## src/tlec_params.svh

```systemverilog
// constants for the two-level event controller: offsets, resets, counts
// assumes inclusion by the controller package and modules only
`ifndef TLEC_PARAMS_SVH
`define TLEC_PARAMS_SVH

// ----------------------------------------------------------------
// sizes
// ----------------------------------------------------------------
`define TLEC_CORE_LEVELS      16
`define TLEC_SRC_NUM          64
`define TLEC_GP_FIRST         7
`define TLEC_GP_NUM           9
`define TLEC_ASSIGN_NUM       8
`define TLEC_ASSIGN_FLD_W     4
`define TLEC_DETECT_CYCLES    2
`define TLEC_PEND_MIN_CYCLES  3

// ----------------------------------------------------------------
// register offsets (byte addresses, one word each)
// ----------------------------------------------------------------
`define TLEC_OFS_LATCH        8'h00
`define TLEC_OFS_MASK         8'h04
`define TLEC_OFS_PENDING      8'h08
`define TLEC_OFS_PMASK0       8'h10
`define TLEC_OFS_PMASK1       8'h14
`define TLEC_OFS_PSTAT0       8'h18
`define TLEC_OFS_PSTAT1       8'h1C
`define TLEC_OFS_PWAKE0       8'h20
`define TLEC_OFS_PWAKE1       8'h24
`define TLEC_OFS_ASSIGN0      8'h40
`define TLEC_OFS_ASSIGN_LAST  8'h5C

// ----------------------------------------------------------------
// reset values
// ----------------------------------------------------------------
`define TLEC_RST_CORE16       16'h0000
`define TLEC_RST_WORD         32'h0000_0000
`define TLEC_RST_ASSIGN_SIXTH   32'h0666_6000
`define TLEC_RST_ASSIGN_SEVENTH 32'h3333_3003
`define TLEC_SYS_LEVEL_MASK   16'h007F

`endif

```

## src/tlec_pkg.sv

```systemverilog
// types shared by the two-level event controller modules
// assumes tlec_params.svh sits in the include path
`include "tlec_params.svh"

package tlec_pkg;
  typedef logic [3:0]  tlec_level_t;
  typedef logic [15:0] tlec_core_vec_t;
  typedef logic [31:0] tlec_word_t;
endpackage

```

## src/tlec_edge_latch.sv

```systemverilog
// per-level rising edge detector and event latch with masked writes
// assumes event inputs already synchronous to clk
`timescale 1ns/1ps

module tlec_edge_latch
  import tlec_pkg::*;
#(
  parameter int N = 16
)(
  input  wire logic         clk,
  input  wire logic         sys_rst,
  input  wire logic [N-1:0] ev_in,
  input  wire logic         sw_wr,
  input  wire logic [N-1:0] sw_data,
  input  wire logic [N-1:0] sw_allow,
  input  wire logic [N-1:0] take_clr,
  output logic      [N-1:0] latch
);
  logic [N-1:0] prev;
  logic [N-1:0] rise;
  logic [N-1:0] next_prev;
  logic [N-1:0] next_rise;
  logic [N-1:0] next_latch;

  // ----------------------------------------------------------------
  // edge detect over two cycles, then latch
  // ----------------------------------------------------------------
  always_comb
  begin
    next_prev  = ev_in;
    next_rise  = ev_in & ~prev;
    next_latch = latch & ~take_clr;
    // software reaches only bits whose mask is clear
    if (sw_wr)
    begin
      next_latch = (next_latch & ~sw_allow) | (sw_data & sw_allow);
    end
    // a fresh edge wins over acceptance and writes: next event queued
    next_latch = next_latch | rise;
  end

  always_ff @(posedge clk)
  begin
    if (sys_rst)
    begin
      prev  <= '0;
      rise  <= '0;
      latch <= '0;
    end
    else
    begin
      prev  <= next_prev;
      rise  <= next_rise;
      latch <= next_latch;
    end
  end

endmodule

```

## src/tlec_prio_enc.sv

```systemverilog
// lowest-set-bit finder used for service priority and nesting depth
// assumes N is at most 16
`timescale 1ns/1ps

module tlec_prio_enc
  import tlec_pkg::*;
#(
  parameter int N = 16
)(
  input  wire logic [N-1:0] req,
  output logic              any,
  output tlec_level_t       idx
);
  // ----------------------------------------------------------------
  // scan from the top so the lowest index is left standing
  // ----------------------------------------------------------------
  always_comb
  begin
    any = 1'b0;
    idx = '0;
    for (int i = N - 1; i >= 0; i--)
    begin
      if (req[i])
      begin
        any = 1'b1;
        idx = tlec_level_t'(i);
      end
    end
  end

endmodule

```

## src/tlec_top.sv

```systemverilog
// two-level event controller: peripheral stage feeding core event stage
// assumes inputs synchronous to clk, priv high in supervisor/emulation
//
// What this block does
// - core latch, mask, pending registers, 16 bits
// - latch sets on capture, clears on acceptance
// - latch write acts only where mask clear
// - mask one lets event be serviced
// - mask zero withholds service, keeps latch
// - core mask read/write in supervisor mode
// - global gate over general-purpose levels
// - pending marks active or nested levels
// - three pairs of 32-bit peripheral registers
// - peripheral mask one forwards, zero blocks
// - registers reachable only when privileged
// - reset level map for ids 43-55
// - ids 43-47 sixth, 48-55 seventh assign
// - ids 43-63 in second pair register
// - latch on rising edge, two-cycle detect
// - pending no sooner than three cycles
// - status bit mirrors peripheral request level
// - wakeup enable lets event wake core
`timescale 1ns/1ps
`include "tlec_params.svh"

module tlec_top
  import tlec_pkg::*;
#(
  parameter int SRC_NUM = `TLEC_SRC_NUM
)(
  input  wire logic               clk,
  input  wire logic               sys_rst,
  input  wire logic [SRC_NUM-1:0] periph_req,
  input  wire logic [6:0]         sys_event,
  input  wire logic               sti_pulse,
  input  wire logic               cli_pulse,
  input  wire logic               svc_take,
  input  wire logic               svc_done,
  input  wire logic               priv,
  input  wire logic [7:0]         reg_addr,
  input  wire logic               reg_wr,
  input  wire logic               reg_rd,
  input  wire logic [31:0]        reg_wdata,
  output tlec_word_t              reg_rdata,
  output logic                    svc_req,
  output tlec_level_t             svc_level,
  output logic                    wake_req,
  output logic                    gie
);
  localparam int NL = `TLEC_CORE_LEVELS;
  localparam int NG = `TLEC_GP_NUM;
  localparam int NA = `TLEC_ASSIGN_NUM;
  localparam int FW = `TLEC_ASSIGN_FLD_W;

  // ----------------------------------------------------------------
  // state
  // ----------------------------------------------------------------
  // core registers hold 16 bits; their upper read bits stay zero
  tlec_core_vec_t core_event_mask;
  tlec_core_vec_t core_event_pending;
  tlec_core_vec_t core_event_latch;
  tlec_word_t     peripheral_event_mask   [2];
  tlec_word_t     peripheral_event_status [2];
  tlec_word_t     peripheral_wakeup_enable[2];
  tlec_word_t     level_assign            [NA];

  tlec_core_vec_t next_core_event_mask;
  tlec_core_vec_t next_core_event_pending;
  tlec_word_t     next_peripheral_event_mask   [2];
  tlec_word_t     next_peripheral_event_status [2];
  tlec_word_t     next_peripheral_wakeup_enable[2];
  tlec_word_t     next_level_assign            [NA];
  tlec_word_t     next_reg_rdata;
  logic           next_svc_req;
  tlec_level_t    next_svc_level;
  logic           next_wake_req;
  logic           next_gie;

  logic           acc_wr;
  logic           acc_rd;
  logic [SRC_NUM-1:0] src_mask;
  logic [SRC_NUM-1:0] src_wake;
  logic [NG-1:0]  gp_req;
  tlec_core_vec_t ev_vec;
  tlec_core_vec_t take_clr;
  tlec_core_vec_t eligible;
  logic           cand_any;
  tlec_level_t    cand_lvl;
  logic           pend_any;
  tlec_level_t    pend_lvl;
  logic           latch_wr;

  // ----------------------------------------------------------------
  // access qualification
  // ----------------------------------------------------------------
  // unprivileged accesses see reserved space: writes dropped, reads zero
  assign acc_wr   = reg_wr & priv;
  assign acc_rd   = reg_rd & priv;
  assign latch_wr = acc_wr && (reg_addr == `TLEC_OFS_LATCH);
  assign src_mask = {peripheral_event_mask[1], peripheral_event_mask[0]};
  assign src_wake = {peripheral_wakeup_enable[1],
                     peripheral_wakeup_enable[0]};

  // ----------------------------------------------------------------
  // peripheral stage: per level OR of unmasked assigned sources
  // ----------------------------------------------------------------
  for (genvar g = 0; g < NG; g++)
  begin : g_level
    logic [SRC_NUM-1:0] hit;
    for (genvar s = 0; s < SRC_NUM; s++)
    begin : g_src
      // field holds the gp level index, 0 meaning the first gp level
      assign hit[s] = periph_req[s] & src_mask[s]
        & (level_assign[s / 8][(s % 8) * FW +: FW] == FW'(g));
    end
    assign gp_req[g] = |hit;
  end

  assign ev_vec = {gp_req, sys_event};

  // ----------------------------------------------------------------
  // core stage
  // ----------------------------------------------------------------
  // acceptance empties the latch bit on the edge that sets pending
  assign take_clr = (svc_take && svc_req) ? (16'h0001 << svc_level)
                                          : `TLEC_RST_CORE16;

  tlec_edge_latch #(
    .N        (NL)
  ) u_latch (
    .clk      (clk),
    .sys_rst  (sys_rst),
    .ev_in    (ev_vec),
    .sw_wr    (latch_wr),
    .sw_data  (reg_wdata[15:0]),
    .sw_allow (~core_event_mask),
    .take_clr (take_clr),
    .latch    (core_event_latch)
  );

  // masked bits stay latched but never become candidates
  // gp levels also need the global gate; system levels bypass it
  assign eligible = core_event_latch & core_event_mask
    & (NL'({NG{gie}}) << `TLEC_GP_FIRST | `TLEC_SYS_LEVEL_MASK);

  tlec_prio_enc #(
    .N   (NL)
  ) u_cand (
    .req (eligible),
    .any (cand_any),
    .idx (cand_lvl)
  );

  tlec_prio_enc #(
    .N   (NL)
  ) u_pend (
    .req (core_event_pending),
    .any (pend_any),
    .idx (pend_lvl)
  );

  // ----------------------------------------------------------------
  // next-state logic
  // ----------------------------------------------------------------
  always_comb
  begin
    next_core_event_mask = core_event_mask;
    next_core_event_pending = core_event_pending;
    next_peripheral_event_mask = peripheral_event_mask;
    next_peripheral_wakeup_enable = peripheral_wakeup_enable;
    next_level_assign = level_assign;
    next_gie = gie;
    next_reg_rdata = `TLEC_RST_WORD;

    // status mirrors the live request level, no stickiness
    next_peripheral_event_status[0] = periph_req[31:0];
    next_peripheral_event_status[1] = periph_req[63:32];

    // disable wins when both instructions land together
    if (sti_pulse)
    begin
      next_gie = 1'b1;
    end
    if (cli_pulse)
    begin
      next_gie = 1'b0;
    end

    // only a level above the current nesting depth may interrupt
    next_svc_req   = cand_any &&
                     (!pend_any || cand_lvl < pend_lvl);
    next_svc_level = cand_lvl;
    if (svc_take && svc_req)
    begin
      next_svc_req = 1'b0;
    end

    // return retires the innermost level; entry sets the new one
    if (svc_done && pend_any)
    begin
      next_core_event_pending[pend_lvl] = 1'b0;
    end
    if (svc_take && svc_req)
    begin
      next_core_event_pending[svc_level] = 1'b1;
    end

    next_wake_req = |(periph_req & src_wake);

    if (acc_wr)
    begin
      unique case (reg_addr)
        `TLEC_OFS_MASK:   next_core_event_mask = reg_wdata[15:0];
        `TLEC_OFS_PMASK0:
        begin
          next_peripheral_event_mask[0] = reg_wdata;
        end
        `TLEC_OFS_PMASK1:
        begin
          next_peripheral_event_mask[1] = reg_wdata;
        end
        `TLEC_OFS_PWAKE0: next_peripheral_wakeup_enable[0] = reg_wdata;
        `TLEC_OFS_PWAKE1: next_peripheral_wakeup_enable[1] = reg_wdata;
        default:
        begin
          if (reg_addr >= `TLEC_OFS_ASSIGN0 &&
              reg_addr <= `TLEC_OFS_ASSIGN_LAST && reg_addr[1:0] == 2'b00)
          begin
            next_level_assign[reg_addr[4:2]] = reg_wdata;
          end
        end
      endcase
    end

    if (acc_rd)
    begin
      unique case (reg_addr)
        `TLEC_OFS_LATCH:   next_reg_rdata = {16'h0000, core_event_latch};
        `TLEC_OFS_MASK:    next_reg_rdata = {16'h0000, core_event_mask};
        `TLEC_OFS_PENDING: next_reg_rdata = {16'h0000, core_event_pending};
        `TLEC_OFS_PMASK0:  next_reg_rdata = peripheral_event_mask[0];
        `TLEC_OFS_PMASK1:  next_reg_rdata = peripheral_event_mask[1];
        `TLEC_OFS_PSTAT0:  next_reg_rdata = peripheral_event_status[0];
        `TLEC_OFS_PSTAT1:  next_reg_rdata = peripheral_event_status[1];
        `TLEC_OFS_PWAKE0:  next_reg_rdata = peripheral_wakeup_enable[0];
        `TLEC_OFS_PWAKE1:  next_reg_rdata = peripheral_wakeup_enable[1];
        default:
        begin
          if (reg_addr >= `TLEC_OFS_ASSIGN0 &&
              reg_addr <= `TLEC_OFS_ASSIGN_LAST && reg_addr[1:0] == 2'b00)
          begin
            next_reg_rdata = level_assign[reg_addr[4:2]];
          end
        end
      endcase
    end
  end

  // ----------------------------------------------------------------
  // registers
  // ----------------------------------------------------------------
  always_ff @(posedge clk)
  begin
    if (sys_rst)
    begin
      core_event_mask    <= `TLEC_RST_CORE16;
      core_event_pending <= `TLEC_RST_CORE16;
      for (int i = 0; i < 2; i++)
      begin
        peripheral_event_mask[i]    <= `TLEC_RST_WORD;
        peripheral_event_status[i]  <= `TLEC_RST_WORD;
        peripheral_wakeup_enable[i] <= `TLEC_RST_WORD;
      end
      for (int i = 0; i < NA; i++)
      begin
        level_assign[i] <= `TLEC_RST_WORD;
      end
      level_assign[5] <= `TLEC_RST_ASSIGN_SIXTH;
      level_assign[6] <= `TLEC_RST_ASSIGN_SEVENTH;
      reg_rdata <= `TLEC_RST_WORD;
      svc_req   <= 1'b0;
      svc_level <= '0;
      wake_req  <= 1'b0;
      gie       <= 1'b0;
    end
    else
    begin
      core_event_mask          <= next_core_event_mask;
      core_event_pending       <= next_core_event_pending;
      peripheral_event_mask    <= next_peripheral_event_mask;
      peripheral_event_status  <= next_peripheral_event_status;
      peripheral_wakeup_enable <= next_peripheral_wakeup_enable;
      level_assign             <= next_level_assign;
      reg_rdata <= next_reg_rdata;
      svc_req   <= next_svc_req;
      svc_level <= next_svc_level;
      wake_req  <= next_wake_req;
      gie       <= next_gie;
    end
  end

endmodule

```

## config.mk

```make
export PLATFORM = sky130hd
export DESIGN_NAME = tlec_top
export DESIGN_NICKNAME = d
export VERILOG_FILES = /design/src/tlec_pkg.sv /design/src/tlec_edge_latch.sv /design/src/tlec_prio_enc.sv /design/src/tlec_top.sv
export VERILOG_INCLUDE_DIRS = /design/src
export SDC_FILE = /design/constraint.sdc
export NUM_CORES = 2
export LEC_CHECK = 0
export ABC_AREA = 1
export ABC_CLOCK_PERIOD_IN_PS = 3000
export BUFFER_PORTS_ARGS = -buffer_cell sky130_fd_sc_hd__buf_4
export CAP_MARGIN = 20
export CORE_AREA = 2 2 273 275
export CTS_CLUSTER_DIAMETER = 150
export DETAILED_ROUTE_END_ITERATION = 7
export DIE_AREA = 0 0 275 277
export SLEW_MARGIN = 20
export SYNTH_ARGS = -nofsm -noshare
export SYNTH_HDL_FRONTEND = slang
export SYNTH_SLANG_ARGS = --single-unit
```

## constraint.sdc

```tcl
create_clock -name clk -period 3 [get_ports clk]
set_input_delay 0.6 -clock clk [delete_from_list [all_inputs] [get_ports clk]]
set_output_delay 0.6 -clock clk [all_outputs]
set_load 0.01 [all_outputs]
```

======== After elaboration in Yosys (flattened, before gate mapping) ========
Index checks and enable logic that the tools add are counted.
cells by class
  shift-type cells ........................ 1
  bitwise gates (word level) .............. 661
  reductions and logical operators ........ 97
  eq/ne operators ......................... 520
  $lt $le $gt $ge ......................... 9
  multiplexer cells ....................... 80
operators by type and width
  cell                    count
  $eq A4 B3 Y1 const B    256
  $and A1 B1 Y1           642
  $reduce_or A64 Y1       10
  $eq A4 B2 Y1 const B    128
  $pmux W32 S9            1
  $bwmux W256             1
  $eq A4 B1 Y1 const B    64
  $eq A4 B4 Y1 const B    64
  $logic_not A4 Y1        64
  $mux W32                4
  $mux W4                 32
  $and A16 B16 Y16        7
  $bmux W32 S3            1
  $demux W32 S3           1
  $not A16 Y16            5
  $and A64 B64 Y64        1
  $mux W16                4
  $or A16 B16 Y16         3
  $mux W1                 34
  $eq A8 B5 Y1 const B    4
  $eq A8 B6 Y1 const B    2
  $shl A1 B4 Y16 const A  1
  $lt A4 B5 Y1 const B    2
  $reduce_and A2 Y1       5
  other kinds (19)        32
word-level totals
  input port bits ......................... 120
  register bits after elaboration ......... 567
  output and inout bits ................... 39
  word-level logic and storage cells ...... 1392

======== Longest topological paths before layout ========
  word-level depth ........................ 25
  gate-level depth with buffers ........... 24
  mapped depth without buffers ............ 23

======== Cells and area by module ========
From an unflattened synthesis, not the netlist that was laid out.
unflattened totals
  cells, all modules ...................... 5667
  area, all modules ....................... 32748.9 µm²
modules (own cells, without submodules)
  module           seq. area each (µm²)  area each (µm²)  times used  cells an instance
  tlec_top         10390.0               30493.0          1           5305
  tlec_edge_latch  960.9                 1838.0           1           264
  tlec_prio_enc    0.0                   209.0            2           49

======== Worst setup path after synthesis ========
OpenSTA, ideal clock, no wires.
  path type ............................... input port to flip-flop
  start point ............................. in reg_addr[4]
  end point ............................... reg level_assign[191] (netlist name)
  required time ........................... 2.868 ns
  cell stages on the path ................. 10
  path buffers ............................ 4
  setup time .............................. 0.132 ns
  slack ................................... 0.908 ns
  arrival ................................. 1.960 ns
  cells stage by stage .................... buf_2 -> inv_2 -> buf_2 -> nand2_1 -> nor3_4 -> inv_1 -> buf_2 -> buf_2 -> nand2_1 -> a21oi_1
on the way
  word-level cells in the longest chain between the ends .. 6
  elaborated cells between the ends (all ways) .. 19
  those cells by class .................... order compare: 4; eq/ne: 5; mux: 3; bitwise: 2; reduce/logical: 5
ends and longest elaborated chain
  item                                                                       line             text
  from (decl)                                                                tlec_top.sv:40   input wire logic [7:0] reg_addr,
  $not A3 Y4 (not written as such)                                           tlec_top.sv:229  next_level_assign[reg_addr[4:2]] = reg_wdata;
  $ge A4 B4 Y1 (not written as such) / $lt A4 B1 Y1 (equally long branches)  tlec_top.sv:229
  $logic_and A1 B1 Y1 (not written as such)                                  tlec_top.sv:229
  $mux W32 (not written as such)                                             tlec_top.sv:229
  $demux W32 S3                                                              tlec_top.sv:229
  $bwmux W256                                                                tlec_top.sv:229
  to (signal, indexed assignment)                                            tlec_top.sv:276  level_assign[i] <= `TLEC_RST_WORD;
  to (signal assigned)                                                       tlec_top.sv:293  level_assign <= next_level_assign;
  to (decl)                                                                  tlec_top.sv:65   tlec_word_t level_assign [NA];
Several ways; a longest one is shown, not always the timed one.
A chain may end at the register's enable or synchronous reset.

======== Worst setup path after layout ========
  start point ............................. reg level_assign[61] (netlist name)
  end point ............................... reg u_latch.rise[11]
on the way
  word-level cells in the longest chain between the ends .. 4
ends and longest elaborated chain
  item                  line                   text
  $eq A4 B3 Y1          tlec_top.sv:114        & (level_assign[s / 8][(s % 8) * FW +: FW] == FW'(g));
  $and A1 B1 Y1         tlec_top.sv:114
  $reduce_or A64 Y1     tlec_top.sv:116        assign gp_req[g] = |hit;
  $and A16 B16 Y16      tlec_edge_latch.sv:31  next_rise = ev_in & ~prev;
  to (signal assigned)  tlec_edge_latch.sv:53  rise <= next_rise;
  to (decl)             tlec_edge_latch.sv:20  logic [N-1:0] rise;
Every way passes these cells.

==> key figures <==
Synth
  – Synth Flop Type: dfxtp_1
  – Multiplexer share of the synthesized area: 0
  – Post-Syn Area: 0.0290 mm^2
  – YS warnings: 0
  – Mapped Cells: 4268
  – Mean post-synth cell area: 6.81 um^2
  – XOR/XNOR Fraction of Synth Area: 0
  – Sequential cell area fraction in the yosys report: 0.391
  – Adder-cell share of the synthesized area: 0.00129
  – Area share of the largest cell type after synthesis: 0.391
  – Post-synthesis simple-gate area fraction: 0.224
  – Largest family of logic cells by synthesized area: compound AO/OA/AOI/OAI gates
  – Distinct cells, synth: 46
  – #FFs+latches synth: 567
  – Synth Area in Compound Gates: 0.268
  – Number of enable flip-flop cells after synthesis: 0
  – Async S/R FF share, synth: 0
  – Net Count, Synth: 4391
  – Post-synth top area cell: dfxtp_1
  – Largest cells by area after synthesis: dfxtp_1, o21ai_0, inv_1, nand2_1, a21oi_1

Place
  – Buffers on Ports: 158
  – Inst Count DP: 5382
  – Hpwl dp: 134 mm
  – GP Congestion: 1.09

Clock network
  – H-Tree Depth: 3
  – Total CTS buffers: 68
  – Number of gates resized after cts: 0
  – Clk_lat worst skew: 640 ps
  – TritonCTS clock tree: built
  – Clock Path Buffers: 3
  – Post-CTS setup buffer count: 0
  – Cts hold-fix bufs: 0
  – Clock transition at path regs: 60 ps
  – Root Driver: clkbuf_16
  – CTS sink count: 567

Detailed routing
  – DR vias: 33.9k
  – Initial DRC count: 5181
  – Post-DR wirelength/cell: 31.3 um
  – DRT met1 WL: 70.6 mm
  – Vias per Instance: 6.16
  – DRT Wirelength: 172 mm
  – Max Used Layer: met5
  – Post-DRT Antenna Nets: 0
  – # DRC: 0
  – WL met2: 70.1 mm
  – Met3 wire length: 20.3 mm
  – DRT Pass-1 Iters: 6

STA
  – Final setup fails: 0
  – Min Tclk post-route: 2960 ps
  – Slew Limit Headroom: 0.301
  – Final worst path period share: 0.986
  – RSZ-0062 raised after global routing: false
  – Total Neg Setup Slack: 0 ps
  – Worst slew pin tran: 1050 ps
  – Slew Viols, Final: 0
  – Clock Skew: 31.7 ps
  – Fmax: 0.338 GHz
  – Fin. Hold Viols: 0

Global routing
  – Global-route wire length before repair: 237 mm
  – Vias in the first global route: 30.6k
  – Antenna violations before repair: 13
  – GRT overflow: 0
  – Pin count of the biggest net entering global routing: 174
  – GRT Util Overall: 0.440

Floorplan
  – I/O Pins: 159
  – Rows: 100
  – CORE AREA: 0.0736 mm^2
  – Die area: 0.0762 mm^2
  – Die W: 275 um
  – Die Span Y: 277 um
  – Initial core utilization: 0.395

Worst setup path
  – WP data arrival: 3420 ps
  – Setup CP Type: reg -> reg
  – Worst-path maximum fanout: 4
  – Req. time, crit path: 3470 ps
  – Crit. End Element: flop
  – Startpoint types: flop

Pwr
  – Worst VDD drop: 0.000498 V
  – P_leak: 14.3 nW
  – Total power: 17.6 mW
  – P per Cell Area: 502 mW/mm^2

Status
  – Outcome: complete, no violations

Job
  – Max-cap violations: 0

Final layout
  – Number of fill cells: 7631
  – Final net count: 4606
  – Final Non-Filler Cells: 5507
  – Area growth syn-to-layout: 20.5%
  – Layout cells sized above 1: 0.117

Worst hold path
  – Worst hold path class: in -> reg
[through the flow]
| step | utilization | hold WS (ps) | instance area [um^2] | setup slack [ps] |
|---|---|---|---|---|
| floorplan | - | 373 | 29000 | 908 |
| global placement | 0.444 | 377 | 32600 | -760 |
| detailed placement | 0.444 | 382 | 32600 | -358 |
| CTS | 0.475 | 97.7 | 35000 | 63.8 |
| global route | 0.476 | 109 | 35000 | 81.4 |
| finish | 0.476 | 119 | 35000 | 40.9 |
[report_power, final]
group	switching (mW)	total, mW	internal (mW)
combinational	0.837	1.14	0.305
clock	3.68	8.78	5.10
sequential	0.0338	7.63	7.60
total	4.55	17.6	13.0
[cells in the final DEF (no fill, tap or decap), types with 14 or more instances in the layout]
| cell | netlist | final |
|---|---|---|
| inv_1 | 624 | 622 |
| buf_4 | 3 | 359 |
| buf_12 | 0 | 31 |
| o21ai_0 | 475 | 475 |
| o2111ai_1 | 34 | 34 |
| clkbuf_1 | 199 | 14 |
| dfxtp_1 | 567 | 567 |
| clkbuf_16 | 0 | 68 |
| nand4_1 | 61 | 61 |
| a31oi_1 | 18 | 18 |
| o31ai_1 | 26 | 26 |
| nor2_1 | 351 | 349 |
| a21oi_1 | 374 | 374 |
| nor4_1 | 65 | 64 |
| clkbuf_8 | 0 | 14 |
| nor3_1 | 126 | 126 |
| nand3_1 | 276 | 275 |
| a211oi_1 | 58 | 58 |
| nand2_1 | 579 | 577 |
| o32ai_1 | 27 | 26 |
| o211ai_1 | 38 | 38 |
| o22ai_1 | 222 | 222 |
| a221oi_1 | 16 | 16 |
[critical path, cell delays in order (launching register included)]
cell	delay, ps
dfxtp_1	440
inv_1	140
nand2_1	260
nor3_1	100
a2111oi_2	790
nand3_1	150
buf_4	200
nor4_1	640
nor3_1	90
[cell families (layout without fill, tap and decap cells)]
kind of cell,Yosys count,after routing
compound gates,1340,1340
simple gates,1476,1476
other cells,0,3
flops,567,567
fa+ha+maj,3,3
buf+inv,882,1149
[flip-flops by register name, indices dropped and copies added (netlist names)]
signal	cells
u_latch.rise	16
peripheral_event_status	64
u_latch.prev	16
core_event_mask	16
svc_req	1
u_latch.latch	16
peripheral_wakeup_enable	64
core_event_pending	16
wake_req	1
gie	1
peripheral_event_mask	64
reg_rdata	32
svc_level	4
level_assign	256
[cell usage after synthesis, types with 38 or more instances]
cell / instances
nor3_1: 126
nand3_1: 276
a21oi_1: 374
a211oi_1: 58
o21ai_0: 475
o211ai_1: 38
dfxtp_1: 567
inv_1: 624
nor4_1: 65
nand2_1: 579
clkbuf_1: 199
o22ai_1: 222
nand4_1: 61
nor2_1: 351
[layer usage]
layer,track usage,vias up
li1,-,15100
met1,0.599,16100
met2,0.625,2282
met3,0.122,414
met4,0.240,4
met5,0,-
[final timing paths]
kind,start,endpoint,slack [ps],cells after the start
worst max register to register,level_assign[61],u_latch.rise[11],40,8
worst min register to register,u_latch.prev[0],u_latch.rise[0],390,1
worst min-delay path,cli_pulse,gie,120,2
worst max-delay path,level_assign[61],u_latch.rise[11],40,8
[cell type report]
class | count | area, um^2 | share of cell area
diodes | 3 | 7.51 | 0.000215
clock buffers | 96 | 1950 | 0.0556
clock inverters | 26 | 384 | 0.0110
inverters | 636 | 2400 | 0.0685
multi-input cells | 2819 | 14400 | 0.411
flip-flops and latches | 567 | 11400 | 0.324
well taps | 969 | 1210 | 0.0346
repair buffers | 391 | 3330 | 0.0951
(Power assumes the default switching activity.)
